<file path="config.mk">
export PLATFORM = sky130hd
export DESIGN_NAME = ppsr_top
export DESIGN_NICKNAME = d
export VERILOG_FILES = /design/src/core/ppsr_pkg.sv /design/src/core/ppsr_event_latch.sv /design/src/core/ppsr_output_gate.sv /design/src/core/ppsr_top.sv
export SDC_FILE = /design/constraint.sdc
export NUM_CORES = 1
export LEC_CHECK = 0
export ABC_AREA = 1
export BUFFER_PORTS_ARGS = -buffer_cell sky130_fd_sc_hd__buf_2
export CAP_MARGIN = 20
export CORE_MARGIN = 3
export CORE_UTILIZATION = 49
export CTS_CLUSTER_DIAMETER = 30
export DETAILED_ROUTE_END_ITERATION = 8
export PLACE_DENSITY = 0.71
export SYNTH_ARGS = -nofsm -noshare
export SYNTH_HDL_FRONTEND = slang
export SYNTH_SLANG_ARGS = --single-unit
</file>
<file path="constraint.sdc">
create_clock -name clock -period 1.5 [get_ports clock]
set_input_delay 0.15 -clock clock [delete_from_list [all_inputs] [get_ports clock]]
set_output_delay 0.15 -clock clock [all_outputs]
set_load 0.01 [all_outputs]
</file>
<file path="src/core/ppsr_pkg.sv">
// Constants, carriers and command codes for protection status reporting.
// Notes on behaviour
// - Condition register returns live 32-bit hardware status.
// - Condition bits follow hardware, never hold history.
// - One means condition present, zero means normal.
// - Bits 3,4,5,7: overvoltage, temperature, shutdown, programming.
// - Bits 8-16: fan through follower system faults.
// - Bits 18-20: sense, regulation, feedback imbalance faults.
// - Bit 17 and bits 21-31 read zero.
// - Reading event register clears it.
// - Clear-status and reset commands clear event register.
// - Event bit sets only when enabled and occurring.
// - Set event bits latch until read or cleared.
// - Host writes mask; device stores and returns it.
// - Mask filters events and gates mode-bit shutdown; detection keeps working.
// - All conditions shut down except unenabled mode bits.
// - Recorded events summarise into status byte bit 1.
// - Trigger input high starts the output ramp.
// - Trigger output pulses low on output change.
// - Remote contact ANDs with command output enable.
// - Isolated remote inputs, like the contact, turn the output on only with the command output enable.
package ppsr_pkg;

  localparam int PPSR_DATA_W = 32;
  localparam logic [31:0] PPSR_COND_VALID_MASK = 32'h001dffff;
  localparam logic [31:0] PPSR_MODE_BITS_MASK = 32'h00000047;
  localparam logic [31:0] PPSR_MASK_RESET = 32'h00000000;
  localparam logic [31:0] PPSR_EVENT_RESET = 32'h00000000;
  localparam int PPSR_STB_PROT_BIT = 1;
  localparam int PPSR_CLK_PERIOD_NS = 10;
  localparam int PPSR_TRIG_OUT_NS = 1000;
  localparam int PPSR_TRIG_OUT_CYCLES = (PPSR_TRIG_OUT_NS + PPSR_CLK_PERIOD_NS - 1) / PPSR_CLK_PERIOD_NS;

  typedef enum logic [2:0] {
    cmd_condition_query,
    cmd_event_query,
    cmd_enable_query,
    cmd_enable_set,
    cmd_clear_status,
    cmd_reset
  } ppsr_cmd_code_t;

  typedef struct packed {
    logic valid;
    ppsr_cmd_code_t code;
    logic [31:0] data;
  } ppsr_cmd_t;

  typedef struct packed {
    logic valid;
    logic [31:0] data;
  } ppsr_resp_t;

  typedef struct packed {
    logic current_feedback_imbalance;
    logic regulation_fault;
    logic remote_sense_fault;
    logic follower_system_fault;
    logic parallel_cable_fault;
    logic line_status_changed;
    logic auxiliary_supply_fault;
    logic overcurrent_fault_flag;
    logic power_factor_module_fault;
    logic dc_module_fault;
    logic line_drop_fault;
    logic fan_fault;
    logic remote_programming_error;
    logic foldback_mode;
    logic external_shutdown;
    logic over_temperature_fault;
    logic overvoltage_fault;
    logic constant_power_mode;
    logic constant_current_mode;
    logic constant_voltage_mode;
  } ppsr_fault_t;

endpackage

</file>
<file path="src/core/ppsr_event_latch.sv">
// Sticky event bits gated by the enable mask.
`timescale 1ns/1ps
module ppsr_event_latch
  import ppsr_pkg::*;
#(
  parameter int WIDTH = PPSR_DATA_W
) (
  input wire logic clock,
  input wire logic reset_n,
  input wire logic [WIDTH-1:0] condition,
  input wire logic [WIDTH-1:0] mask,
  input wire logic clear,
  output logic [WIDTH-1:0] event_bits
);

  // --------------------------------------------------------------------
  // Per-bit latch
  // --------------------------------------------------------------------
  genvar i;
  generate
    for (i = 0; i < WIDTH; i++) begin : g_bit
      logic next_bit;
      always_comb begin
        // A new event in the clearing cycle survives, so nothing is missed.
        next_bit = (event_bits[i] & ~clear) | (condition[i] & mask[i]);
      end
      always_ff @(posedge clock) begin
        if (!reset_n) begin
          event_bits[i] <= PPSR_EVENT_RESET[i];
        end else begin
          event_bits[i] <= next_bit;
        end
      end
    end
  endgenerate

endmodule

</file>
<file path="src/core/ppsr_output_gate.sv">
// Trigger lines and remote output on/off gating.
`timescale 1ns/1ps
module ppsr_output_gate
  import ppsr_pkg::*;
#(
  parameter int TRIG_CYCLES = PPSR_TRIG_OUT_CYCLES
) (
  input wire logic clock,
  input wire logic reset_n,
  input wire logic trigger_in,
  input wire logic setpoint_changed,
  input wire logic contact_closed,
  input wire logic isolated_high_voltage_output_switch,
  input wire logic isolated_logic_output_switch,
  input wire logic program_output_on,
  input wire logic shutdown,
  output logic ramp_start,
  output logic trigger_out_n,
  output logic output_on
);

  // --------------------------------------------------------------------
  // Next-state logic
  // --------------------------------------------------------------------
  logic trigger_seen;
  logic [15:0] pulse_count;
  logic next_trigger_seen;
  logic next_ramp_start;
  logic next_output_on;
  logic [15:0] next_pulse_count;
  logic next_trigger_out_n;

  always_comb begin
    next_trigger_seen = trigger_in;
    next_ramp_start = trigger_in & ~trigger_seen;
    // Any remote source may request the output; the command enable must agree.
    next_output_on = program_output_on & ~shutdown &
                     (contact_closed | isolated_high_voltage_output_switch |
                      isolated_logic_output_switch);
    next_pulse_count = pulse_count;
    if ((next_output_on != output_on) || setpoint_changed) begin
      next_pulse_count = 16'(TRIG_CYCLES);
    end else if (pulse_count != 16'h0000) begin
      next_pulse_count = pulse_count - 16'h0001;
    end
    next_trigger_out_n = (next_pulse_count == 16'h0000);
  end

  always_ff @(posedge clock) begin
    if (!reset_n) begin
      trigger_seen <= 1'b0;
      ramp_start <= 1'b0;
      output_on <= 1'b0;
      pulse_count <= 16'h0000;
      trigger_out_n <= 1'b1;
    end else begin
      trigger_seen <= next_trigger_seen;
      ramp_start <= next_ramp_start;
      output_on <= next_output_on;
      pulse_count <= next_pulse_count;
      trigger_out_n <= next_trigger_out_n;
    end
  end

endmodule

</file>
<file path="src/core/ppsr_top.sv">
// Protection condition, event and enable registers with output control.
`timescale 1ns/1ps
module ppsr_top
  import ppsr_pkg::*;
#(
  parameter int TRIG_CYCLES = PPSR_TRIG_OUT_CYCLES
) (
  input wire logic clock,
  input wire logic reset_n,
  input wire ppsr_fault_t hw_faults,
  input wire ppsr_cmd_t cmd,
  output ppsr_resp_t resp,
  output logic protection_summary,
  output logic shutdown,
  input wire logic trigger_in,
  input wire logic setpoint_changed,
  input wire logic contact_closed,
  input wire logic isolated_high_voltage_output_switch,
  input wire logic isolated_logic_output_switch,
  input wire logic program_output_on,
  output logic ramp_start,
  output logic trigger_out_n,
  output logic output_on
);

  // --------------------------------------------------------------------
  // Helpers
  // --------------------------------------------------------------------
  function automatic logic [31:0] pack_condition(input ppsr_fault_t f);
    logic [31:0] w;
    w = 32'h00000000;
    w[0] = f.constant_voltage_mode;
    w[1] = f.constant_current_mode;
    w[2] = f.constant_power_mode;
    w[3] = f.overvoltage_fault;
    w[4] = f.over_temperature_fault;
    w[5] = f.external_shutdown;
    w[6] = f.foldback_mode;
    w[7] = f.remote_programming_error;
    w[8] = f.fan_fault;
    w[9] = f.line_drop_fault;
    w[10] = f.dc_module_fault;
    w[11] = f.power_factor_module_fault;
    w[12] = f.overcurrent_fault_flag;
    w[13] = f.auxiliary_supply_fault;
    w[14] = f.line_status_changed;
    w[15] = f.parallel_cable_fault;
    w[16] = f.follower_system_fault;
    w[18] = f.remote_sense_fault;
    w[19] = f.regulation_fault;
    w[20] = f.current_feedback_imbalance;
    return w & PPSR_COND_VALID_MASK;
  endfunction

  function automatic logic clears_events(input ppsr_cmd_t c);
    return c.valid && (c.code == cmd_event_query || c.code == cmd_clear_status ||
                       c.code == cmd_reset);
  endfunction

  // --------------------------------------------------------------------
  // Registers
  // --------------------------------------------------------------------
  logic [31:0] protection_live_condition;
  logic [31:0] protection_event_mask;
  logic [31:0] protection_latched_event;
  logic [31:0] next_live_condition;
  logic [31:0] next_event_mask;
  ppsr_resp_t next_resp;
  logic next_summary;
  logic next_shutdown;
  logic event_clear;

  always_comb begin
    // Sampled every cycle with no hold, so it is safe to poll.
    next_live_condition = pack_condition(hw_faults);
    next_event_mask = protection_event_mask;
    next_resp = '0;
    event_clear = clears_events(cmd);
    if (cmd.valid) begin
      unique case (cmd.code)
        cmd_condition_query: begin
          next_resp.valid = 1'b1;
          next_resp.data = protection_live_condition;
        end
        cmd_event_query: begin
          next_resp.valid = 1'b1;
          next_resp.data = protection_latched_event;
        end
        cmd_enable_query: begin
          next_resp.valid = 1'b1;
          next_resp.data = protection_event_mask;
        end
        cmd_enable_set: begin
          next_event_mask = cmd.data & PPSR_COND_VALID_MASK;
        end
        cmd_clear_status: begin
          next_resp = '0;
        end
        cmd_reset: begin
          next_resp = '0;
        end
        default: begin
          next_resp = '0;
        end
      endcase
    end
    next_summary = |protection_latched_event;
    // Detection is never masked; the mask only lets enabled mode bits trip.
    next_shutdown = |(protection_live_condition &
                      (~PPSR_MODE_BITS_MASK | protection_event_mask));
  end

  always_ff @(posedge clock) begin
    if (!reset_n) begin
      protection_live_condition <= 32'h00000000;
      protection_event_mask <= PPSR_MASK_RESET;
      resp <= '0;
      protection_summary <= 1'b0;
      shutdown <= 1'b0;
    end else begin
      protection_live_condition <= next_live_condition;
      protection_event_mask <= next_event_mask;
      resp <= next_resp;
      protection_summary <= next_summary;
      shutdown <= next_shutdown;
    end
  end

  // --------------------------------------------------------------------
  // Event latch and output control
  // --------------------------------------------------------------------
  ppsr_event_latch #(
    .WIDTH(PPSR_DATA_W)
  ) u_event_latch (
    .clock(clock),
    .reset_n(reset_n),
    .condition(protection_live_condition),
    .mask(protection_event_mask),
    .clear(event_clear),
    .event_bits(protection_latched_event)
  );

  ppsr_output_gate #(
    .TRIG_CYCLES(TRIG_CYCLES)
  ) u_output_gate (
    .clock(clock),
    .reset_n(reset_n),
    .trigger_in(trigger_in),
    .setpoint_changed(setpoint_changed),
    .contact_closed(contact_closed),
    .isolated_high_voltage_output_switch(isolated_high_voltage_output_switch),
    .isolated_logic_output_switch(isolated_logic_output_switch),
    .program_output_on(program_output_on),
    .shutdown(shutdown),
    .ramp_start(ramp_start),
    .trigger_out_n(trigger_out_n),
    .output_on(output_on)
  );

  // --------------------------------------------------------------------
  // Assertions
  // --------------------------------------------------------------------
  a_cond_follows_hw: assert property (@(posedge clock) disable iff (!reset_n)
    reset_n ##1 1'b1 |=> protection_live_condition == pack_condition($past(hw_faults)))
    else $error("condition register does not follow hardware");

  a_reserved_zero: assert property (@(posedge clock) disable iff (!reset_n)
    ((protection_live_condition | protection_latched_event | protection_event_mask) &
     ~PPSR_COND_VALID_MASK) == 32'h00000000)
    else $error("reserved status bits are not zero");

  a_event_read_data: assert property (@(posedge clock) disable iff (!reset_n)
    cmd.valid && cmd.code == cmd_event_query |=>
      resp.valid && resp.data == $past(protection_latched_event))
    else $error("event query returned wrong value");

  a_event_clears: assert property (@(posedge clock) disable iff (!reset_n)
    clears_events(cmd) && (protection_live_condition & protection_event_mask) == 32'h00000000 |=>
      protection_latched_event == 32'h00000000)
    else $error("event register not cleared");

  a_event_needs_enable: assert property (@(posedge clock) disable iff (!reset_n)
    reset_n ##1 1'b1 |-> (protection_latched_event & ~$past(protection_latched_event) &
      ~($past(protection_live_condition) & $past(protection_event_mask))) == 32'h00000000)
    else $error("event bit set without enabled condition");

  a_event_holds: assert property (@(posedge clock) disable iff (!reset_n)
    !event_clear ##1 1'b1 |-> (protection_latched_event & $past(protection_latched_event)) ==
      $past(protection_latched_event))
    else $error("latched event bit dropped without clear");

  a_set_beats_clear: assert property (@(posedge clock) disable iff (!reset_n)
    event_clear |=> (protection_latched_event &
      $past(protection_live_condition & protection_event_mask)) ==
      $past(protection_live_condition & protection_event_mask))
    else $error("same-cycle event lost to clear");

  // The host leaves one idle cycle between commands, so the query follows the write two edges later.
  a_mask_roundtrip: assert property (@(posedge clock) disable iff (!reset_n)
    cmd.valid && cmd.code == cmd_enable_set ##1 !cmd.valid ##1 cmd.valid && cmd.code == cmd_enable_query |=>
      resp.data == ($past(cmd.data, 3) & PPSR_COND_VALID_MASK))
    else $error("mask readback differs from write");

  a_summary_or: assert property (@(posedge clock) disable iff (!reset_n)
    reset_n |=> protection_summary == (|$past(protection_latched_event)))
    else $error("summary flag not OR of events");

  a_fault_shutdown: assert property (@(posedge clock) disable iff (!reset_n)
    (protection_live_condition & ~PPSR_MODE_BITS_MASK) != 32'h00000000 |=> shutdown)
    else $error("fault did not force shutdown");

  a_mode_no_trip: assert property (@(posedge clock) disable iff (!reset_n)
    (protection_live_condition & ~(PPSR_MODE_BITS_MASK & ~protection_event_mask)) == 32'h00000000
      |=> !shutdown)
    else $error("unenabled mode bit caused shutdown");

  a_trigger_ramp: assert property (@(posedge clock) disable iff (!reset_n)
    $rose(trigger_in) |=> ramp_start ##1 !ramp_start)
    else $error("trigger input did not start ramp");

  a_trig_out_low: assert property (@(posedge clock) disable iff (!reset_n)
    $changed(output_on) |-> !trigger_out_n [*2])
    else $error("trigger output not low on output change");

  a_remote_and: assert property (@(posedge clock) disable iff (!reset_n)
    output_on |-> $past(program_output_on) && !$past(shutdown) &&
      ($past(contact_closed) || $past(isolated_high_voltage_output_switch) ||
       $past(isolated_logic_output_switch)))
    else $error("output on without both enables");

endmodule

</file>
# After elaboration in Yosys (flattened, before gate mapping)
# Cells that the tools add are included.
# totals
ff_bits,139
in_bits,64
output_inout_bits,38
# op_classes
n_eq_ne,6
n_addsub,1
mux,3
n_reduce_logical,11
bitwise,81
# ops
cell,n
one-hot mux 33 bit (3 select lines),1
OR reduction 32 bit,2
AND 1 bit,55
AND 32 bit,1
2-to-1 mux 16 bit,2
bitwise OR 1 bit,22
logical NOT 16 bit,1
nonzero test 16 bit,1
"subtractor 16 x 1 -> 16 bit, second input constant",1
"== test 3 x 2 -> 1 bit, second input constant",2
"== test 3 bit, second input constant",2
AND reduction 2 bit,2
"== test 3 x 1 -> 1 bit, second input constant",1
logical NOT 3 bit,1
logical OR 1 bit,3
inverter 1 bit,3
logical AND 1 bit,1
inequality test 1 bit,1

# Depth between registers and ports, before layout
# logic_depth
word_depth,7
mapped_depth,13
mapped_depth_nobuf,13

# By module
# From an unflattened synthesis, not the netlist that was laid out.
# hier_totals
hier_cells,741
hier_area_um2,5270.1
# by_module_without_submodules
mod,area_each_um2,instances,cells_each
ppsr_top,2851.5,1,413
ppsr_event_latch,1211.2,1,136
ppsr_output_gate,1207.4,1,192

# Least setup slack after synthesis
# OpenSTA, ideal clock, no wires.
# synth_timing
kind,register -> register
start,register u_output_gate.pulse_count[0]
end,register u_output_gate.trigger_out_n
slack_ns,-0.005
setup_ns,0.062
stages_incl_launch_ff,13
t_arrival_ns,1.444
required_ns,1.438
path_cell_list,dfxtp_1 -> inv_1 -> ha_1 -> inv_1 -> nor2_1 -> nor2_1 -> o21ai_1 -> nand3_1 -> clkinv_1 -> nand2_1 -> nor2_1 -> nand3_1 -> nand2_1
# synth_via
elab_chain_cells,4
word_cells_on_any_way,5
classes_between,1 x add/sub; 2 x mux; 2 x reduce/logical
# synth_lines
element,line_no,rtl
"start, declared",ppsr_output_gate.sv:26,logic [15:0] pulse_count;
"start signal, assigned",ppsr_output_gate.sv:60,pulse_count <= next_pulse_count;
subtractor 16 x 1 -> 16 bit or nonzero test 16 bit (tied branches),"ppsr_output_gate.sv:44, ppsr_output_gate.sv:43",
2-to-1 mux 16 bit (*),ppsr_output_gate.sv:43,end else if (pulse_count != 16'h0000) begin
2-to-1 mux 16 bit (*),ppsr_output_gate.sv:41,if ((next_output_on != output_on) || setpoint_changed) begin
logical NOT 16 bit (*),ppsr_output_gate.sv:46,next_trigger_out_n = (next_pulse_count == 16'h0000);
"end signal, assigned",ppsr_output_gate.sv:61,trigger_out_n <= next_trigger_out_n;
"end, declared",ppsr_output_gate.sv:18,"output logic trigger_out_n,"
# Every way passes the cells marked *; elsewhere a longest branch is shown, timed or not.
# A chain may end at the register's enable or synchronous reset.

# Worst setup path after layout
# layout_timing
start,register u_output_gate.pulse_count[1]
end,register u_output_gate.trigger_out_n
# Same word-level chain as after synthesis.

==> results <==
- The leftover overflow at the end of global routing is 0.
- The kind of launch point of the worst setup path is a flip-flop.
- The global placement routability congestion is between 0.8 and 0.9.
- The worst-case clock buffer depth is 2.
- The largest fanout on the critical path is 4.
- The tightest hold path in the finished design has a slack of 0.0818 ns.
- The clock insertion delay at the later pin of the skew report is 0.51 ns.
- The total number of vias is 4894.
- Dividing the detail-routed wire length by the instance count gives about 13 um.
- The final reports fail on setup timing.
- The final critical-path setup slack is -0.0805 ns.
- The terminating pin of the worst hold path is u_output_gate.pulse_count[4].
- The startpoint of the lowest-slack register-to-register path is u_output_gate.pulse_count[1].
- For this run, the number of standard cells in the final layout without fillers is 1002.
- The end of the worst register-to-register path is u_output_gate.trigger_out_n.
- In the final layout, the share of cells above drive strength 1 is 0.258.
- The post-synthesis cell type count is 31.
- Setup repair after global routing could not meet its margin everywhere.
- The pin slew with the least headroom to its limit is 0.652 ns.
- The type of the worst min-delay path is input port to flip-flop.
- Leaving out fill and tap cells, the most frequent cells in the layout are sky130_fd_sc_hd__nand2_1 (154), sky130_fd_sc_hd__dfxtp_1 (122), sky130_fd_sc_hd__inv_1 (117), sky130_fd_sc_hd__buf_2 (89), sky130_fd_sc_hd__nor2_1 (61).
- CTS placed an instance of sky130_fd_sc_hd__clkbuf_8 at the clock tree root.
- Data on the critical path arrives at its endpoint at 2.04 ns.
- TritonCTS built the clock tree.
- Counting cells, the worst reg-to-reg path comes to 13.
- From left edge to right edge, the die measures 107 um.
- The cell type group with the largest total delay on the critical path is simple AND/OR/NAND/NOR gates.
- The post-synth net total is 749.
- The worst-case IR drop observed on VDD is between 800 and 900 uV.
- 0 antenna diodes ended up in the layout.
- The most frequent standard cell in the layout excluding fill and tap cells is sky130_fd_sc_hd__nand2_1.
- The number of detailed-routing iterations run before antenna repair is 5.
- The placed wire-length estimate is 8440 um.
- Input and output buffers added on the ports amount to 89.
- The cell area that synthesis handed to floorplanning was 5020 um2.
- Traced cell by cell, the critical path runs through inv_4, ha_4, nand2_2, nor2_4, buf_6, nand2_8, o21ai_4, nand3_1, clkinv_1, nand2_1, nor2_2, nand3_1, nand2_1.
- The net count of the finished layout is 922.
- The sum of routed wire length over all layers is 13200 um.
- The share of total power dissipated in the clock network is 0.453.
- On the critical path, the stage with the largest delay is an instance of sky130_fd_sc_hd__dfxtp_4.
- The standard-cell row count is 36.
- Entering global routing, the biggest net connects 41 pins.
- The floorplan core area is slightly below 10000 um2.
- The placed cell area is a little under 6000 um2.
- The startpoint identified for the worst hold timing path is setpoint_changed.
- A synthesized cell averages 7.35 um2.
- The post-synthesis register bit count is 127.
- Synthesis produced a netlist whose cell count is around 680.
- The number of slew-limit violations in the final report came to 0.
- The final critical-path share of the clock period is 1.05.
- Counting every sink on the clock net gives 127.
- The remaining antenna violation count after routing is 0.
- Measured against its own limit, the worst slew margin works out to 0.565.
- The minimum setup slack among reg-to-reg paths is -0.08 ns.
- The clock transition at the registers of the reported paths is around 0.060 ns.
- The total of warnings raised by yosys is 0.
- The leakage power figure is roughly 0.0035 uW.
- The fraction of power consumed by sequential logic is 0.404.
- The number of placed instances, taps included is 919.
- The total of endpoints with negative setup slack in the final report is 1.
- The detailed router's first-iteration violation count is 328.
- The type of destination of the critical path is a flip-flop.
- The first global-routing pass estimated 22200 um of wire.
- For this design the total switching power over the nets is 2330 uW.
- In the final timing run, aggregate negative setup slack is -0.0805 ns.
- The critical path contains buffers and inverters numbering 3 combined.
- The path type of the worst setup path is flip-flop to flip-flop.
- Max-cap violations in this run came to 0.
- The worst hold path passes through 5 cells.
- After layout, the minimum clock period comes to 1.58 ns.
- For this run, the slowest stage of the critical path takes 0.36 ns.
- For the worst setup path, the data required time is 1.96 ns.
- The clock tree skew after final layout is 0.00898 ns.
- Relative to the synthesized area, the layout overhead comes to 42.1%.
- Internal power comes to 6460 uW.
- The number of hold-slack violations in the final timing report was 0.
- The number of antenna violations at the first check in global routing is 0.
- The initial utilization of the core area, before any placement, comes to 0.509.
- The part of the power in combinational logic is 0.143.
- The maximum clock frequency is 0.633 GHz.
- Using the TritonRoute via totals, the vias-per-cell ratio works out to 4.88.
- The post-detailed-route DRC marker count is 0.
- For this run, the register share of the synthesized area comes to 0.506.
- The deepest level of the CTS H-tree is 4.
- After routing the design area is a little over 7000 um2.
- The floorplan step defined a die boundary enclosing between 10000 and 15000 um2.
- The die boundary height is 107 um.
- The number of global-route vias before repair was 4906.
- The share of the core filled with cells is 0.723.
- The number of I/O pins is 102.
- The net switching share of the total power is 0.265.
- Counting the buffers created by CTS gives 17.
- Power spread over the standard cell area amounts to ~1200 nW/um2.
- The run finished, with violations left.
- Across every metal layer, demand over resource in global routing totals 0.240.
per-layer routing:
metal	up-vias	routed length [um]	global-route usage
met5	-	0	0
met4	0	244	0.0913
met3	25	650	0.0476
met2	149	6590	0.414
met1	2233	5700	0.296
li1	2487	-	-
sequential cells by signal, indices dropped and copies added (netlist names):
register and count:
resp 33, u_output_gate.trigger_out_n 1, u_output_gate.output_on 1, protection_event_mask 20
u_output_gate.pulse_count 16, u_output_gate.trigger_seen 1, shutdown 1, protection_live_condition 20
protection_summary 1, u_output_gate.ramp_start 1, u_event_latch.event_bits 32
metrics by stage:
stage	setup WS [ns]	total power [uW]
finish	-0.0805	8790
global route	-0.172	9150
CTS	-0.00186	8720
detailed placement	-0.0750	4580
global placement	-0.0390	4550
floorplan	0.00719	4170
timing repair:
item,4_1_cts,5_1_grt
hold buffers,46,0
cloned,1,0
resized for setup,32,28
endpoints found under the setup margin,1,6
pin swaps,8,13
buffers inserted,2,2
hold endpoints to repair,44,0
worst register-to-register path, cell delays in order (launching register included):
cell and delay (ns):
sky130_fd_sc_hd__dfxtp_4 0.36, sky130_fd_sc_hd__inv_4 0.08, sky130_fd_sc_hd__ha_4 0.12, sky130_fd_sc_hd__nand2_2 0.06, sky130_fd_sc_hd__nor2_4 0.18, sky130_fd_sc_hd__buf_6 0.14
sky130_fd_sc_hd__nand2_8 0.06, sky130_fd_sc_hd__o21ai_4 0.06, sky130_fd_sc_hd__nand3_1 0.10, sky130_fd_sc_hd__clkinv_1 0.07, sky130_fd_sc_hd__nand2_1 0.06, sky130_fd_sc_hd__nor2_2 0.10
sky130_fd_sc_hd__nand3_1 0.07, sky130_fd_sc_hd__nand2_1 0.05
cell usage after synthesis, drive strengths merged:
cell type,number,area [um2]
a21oi,30,154
a31oi,1,6.26
buf,8,50.1
clkbuf,18,67.6
clkinv,2,7.51
dfxtp,127,2540
ha,2,25.0
inv,121,454
nand2,165,632
nand3,19,100
nand3b,7,52.6
nand4,11,68.8
nor2,88,360
nor3,27,140
nor4,6,37.5
o211ai,5,37.5
o21ai,29,145
o221ai,11,96.3
o22ai,4,25.0
xor2,2,17.5
cell families (layout without fill, tap and decap cells):
logic type               after synthesis  in the layout  synth area share
buffers and inverters                149            334             0.115
AO/OA/AOI/OAI                         80             80            0.0925
adder cells (fa/ha/maj)                2              2           0.00498
XOR/XNOR                               2              2           0.00349
AND/OR/NAND/NOR                      323            324             0.277
flip-flops                           127            127             0.506
worst max path at each step:
| stage | from | end | slack, ns | depth (start not counted) |
|---|---|---|---|---|
| 3_5_place_dp | u_output_gate.pulse_count[0] | u_output_gate.trigger_out_n | -0.07 | 12 |
| 5_1_grt | u_output_gate.pulse_count[1] | u_output_gate.trigger_out_n | -0.17 | 13 |
| 6_report | u_output_gate.pulse_count[1] | u_output_gate.trigger_out_n | -0.08 | 13 |
| 2_1_floorplan | u_output_gate.pulse_count[0] | u_output_gate.trigger_out_n | 0.007 | 12 |
| 3_3_place_gp | u_output_gate.pulse_count[0] | u_output_gate.trigger_out_n | -0.04 | 12 |
| 4_1_cts | u_output_gate.pulse_count[0] | u_output_gate.trigger_out_n | -0.002 | 12 |
power groups by stage:
stage	clock, uW	combinational [uW]	sequential, uW
detailed placement	0	965	3610
floorplan	0	563	3600
finish	3980	1260	3550
CTS	4020	1140	3550
global placement	0	942	3610
global route	4200	1390	3560
cell type report:
class	instances	area, um2
Sequential cell	127	2550
Clock buffer	19	422
Fill cell	723	2730
Tap cell	133	166
Timing Repair Buffer	179	1290
Clock inverter	13	153
Multi-Input combinational cell	408	2080
Inverter	123	467
No activity file was read; power rests on OpenSTA's default activity.
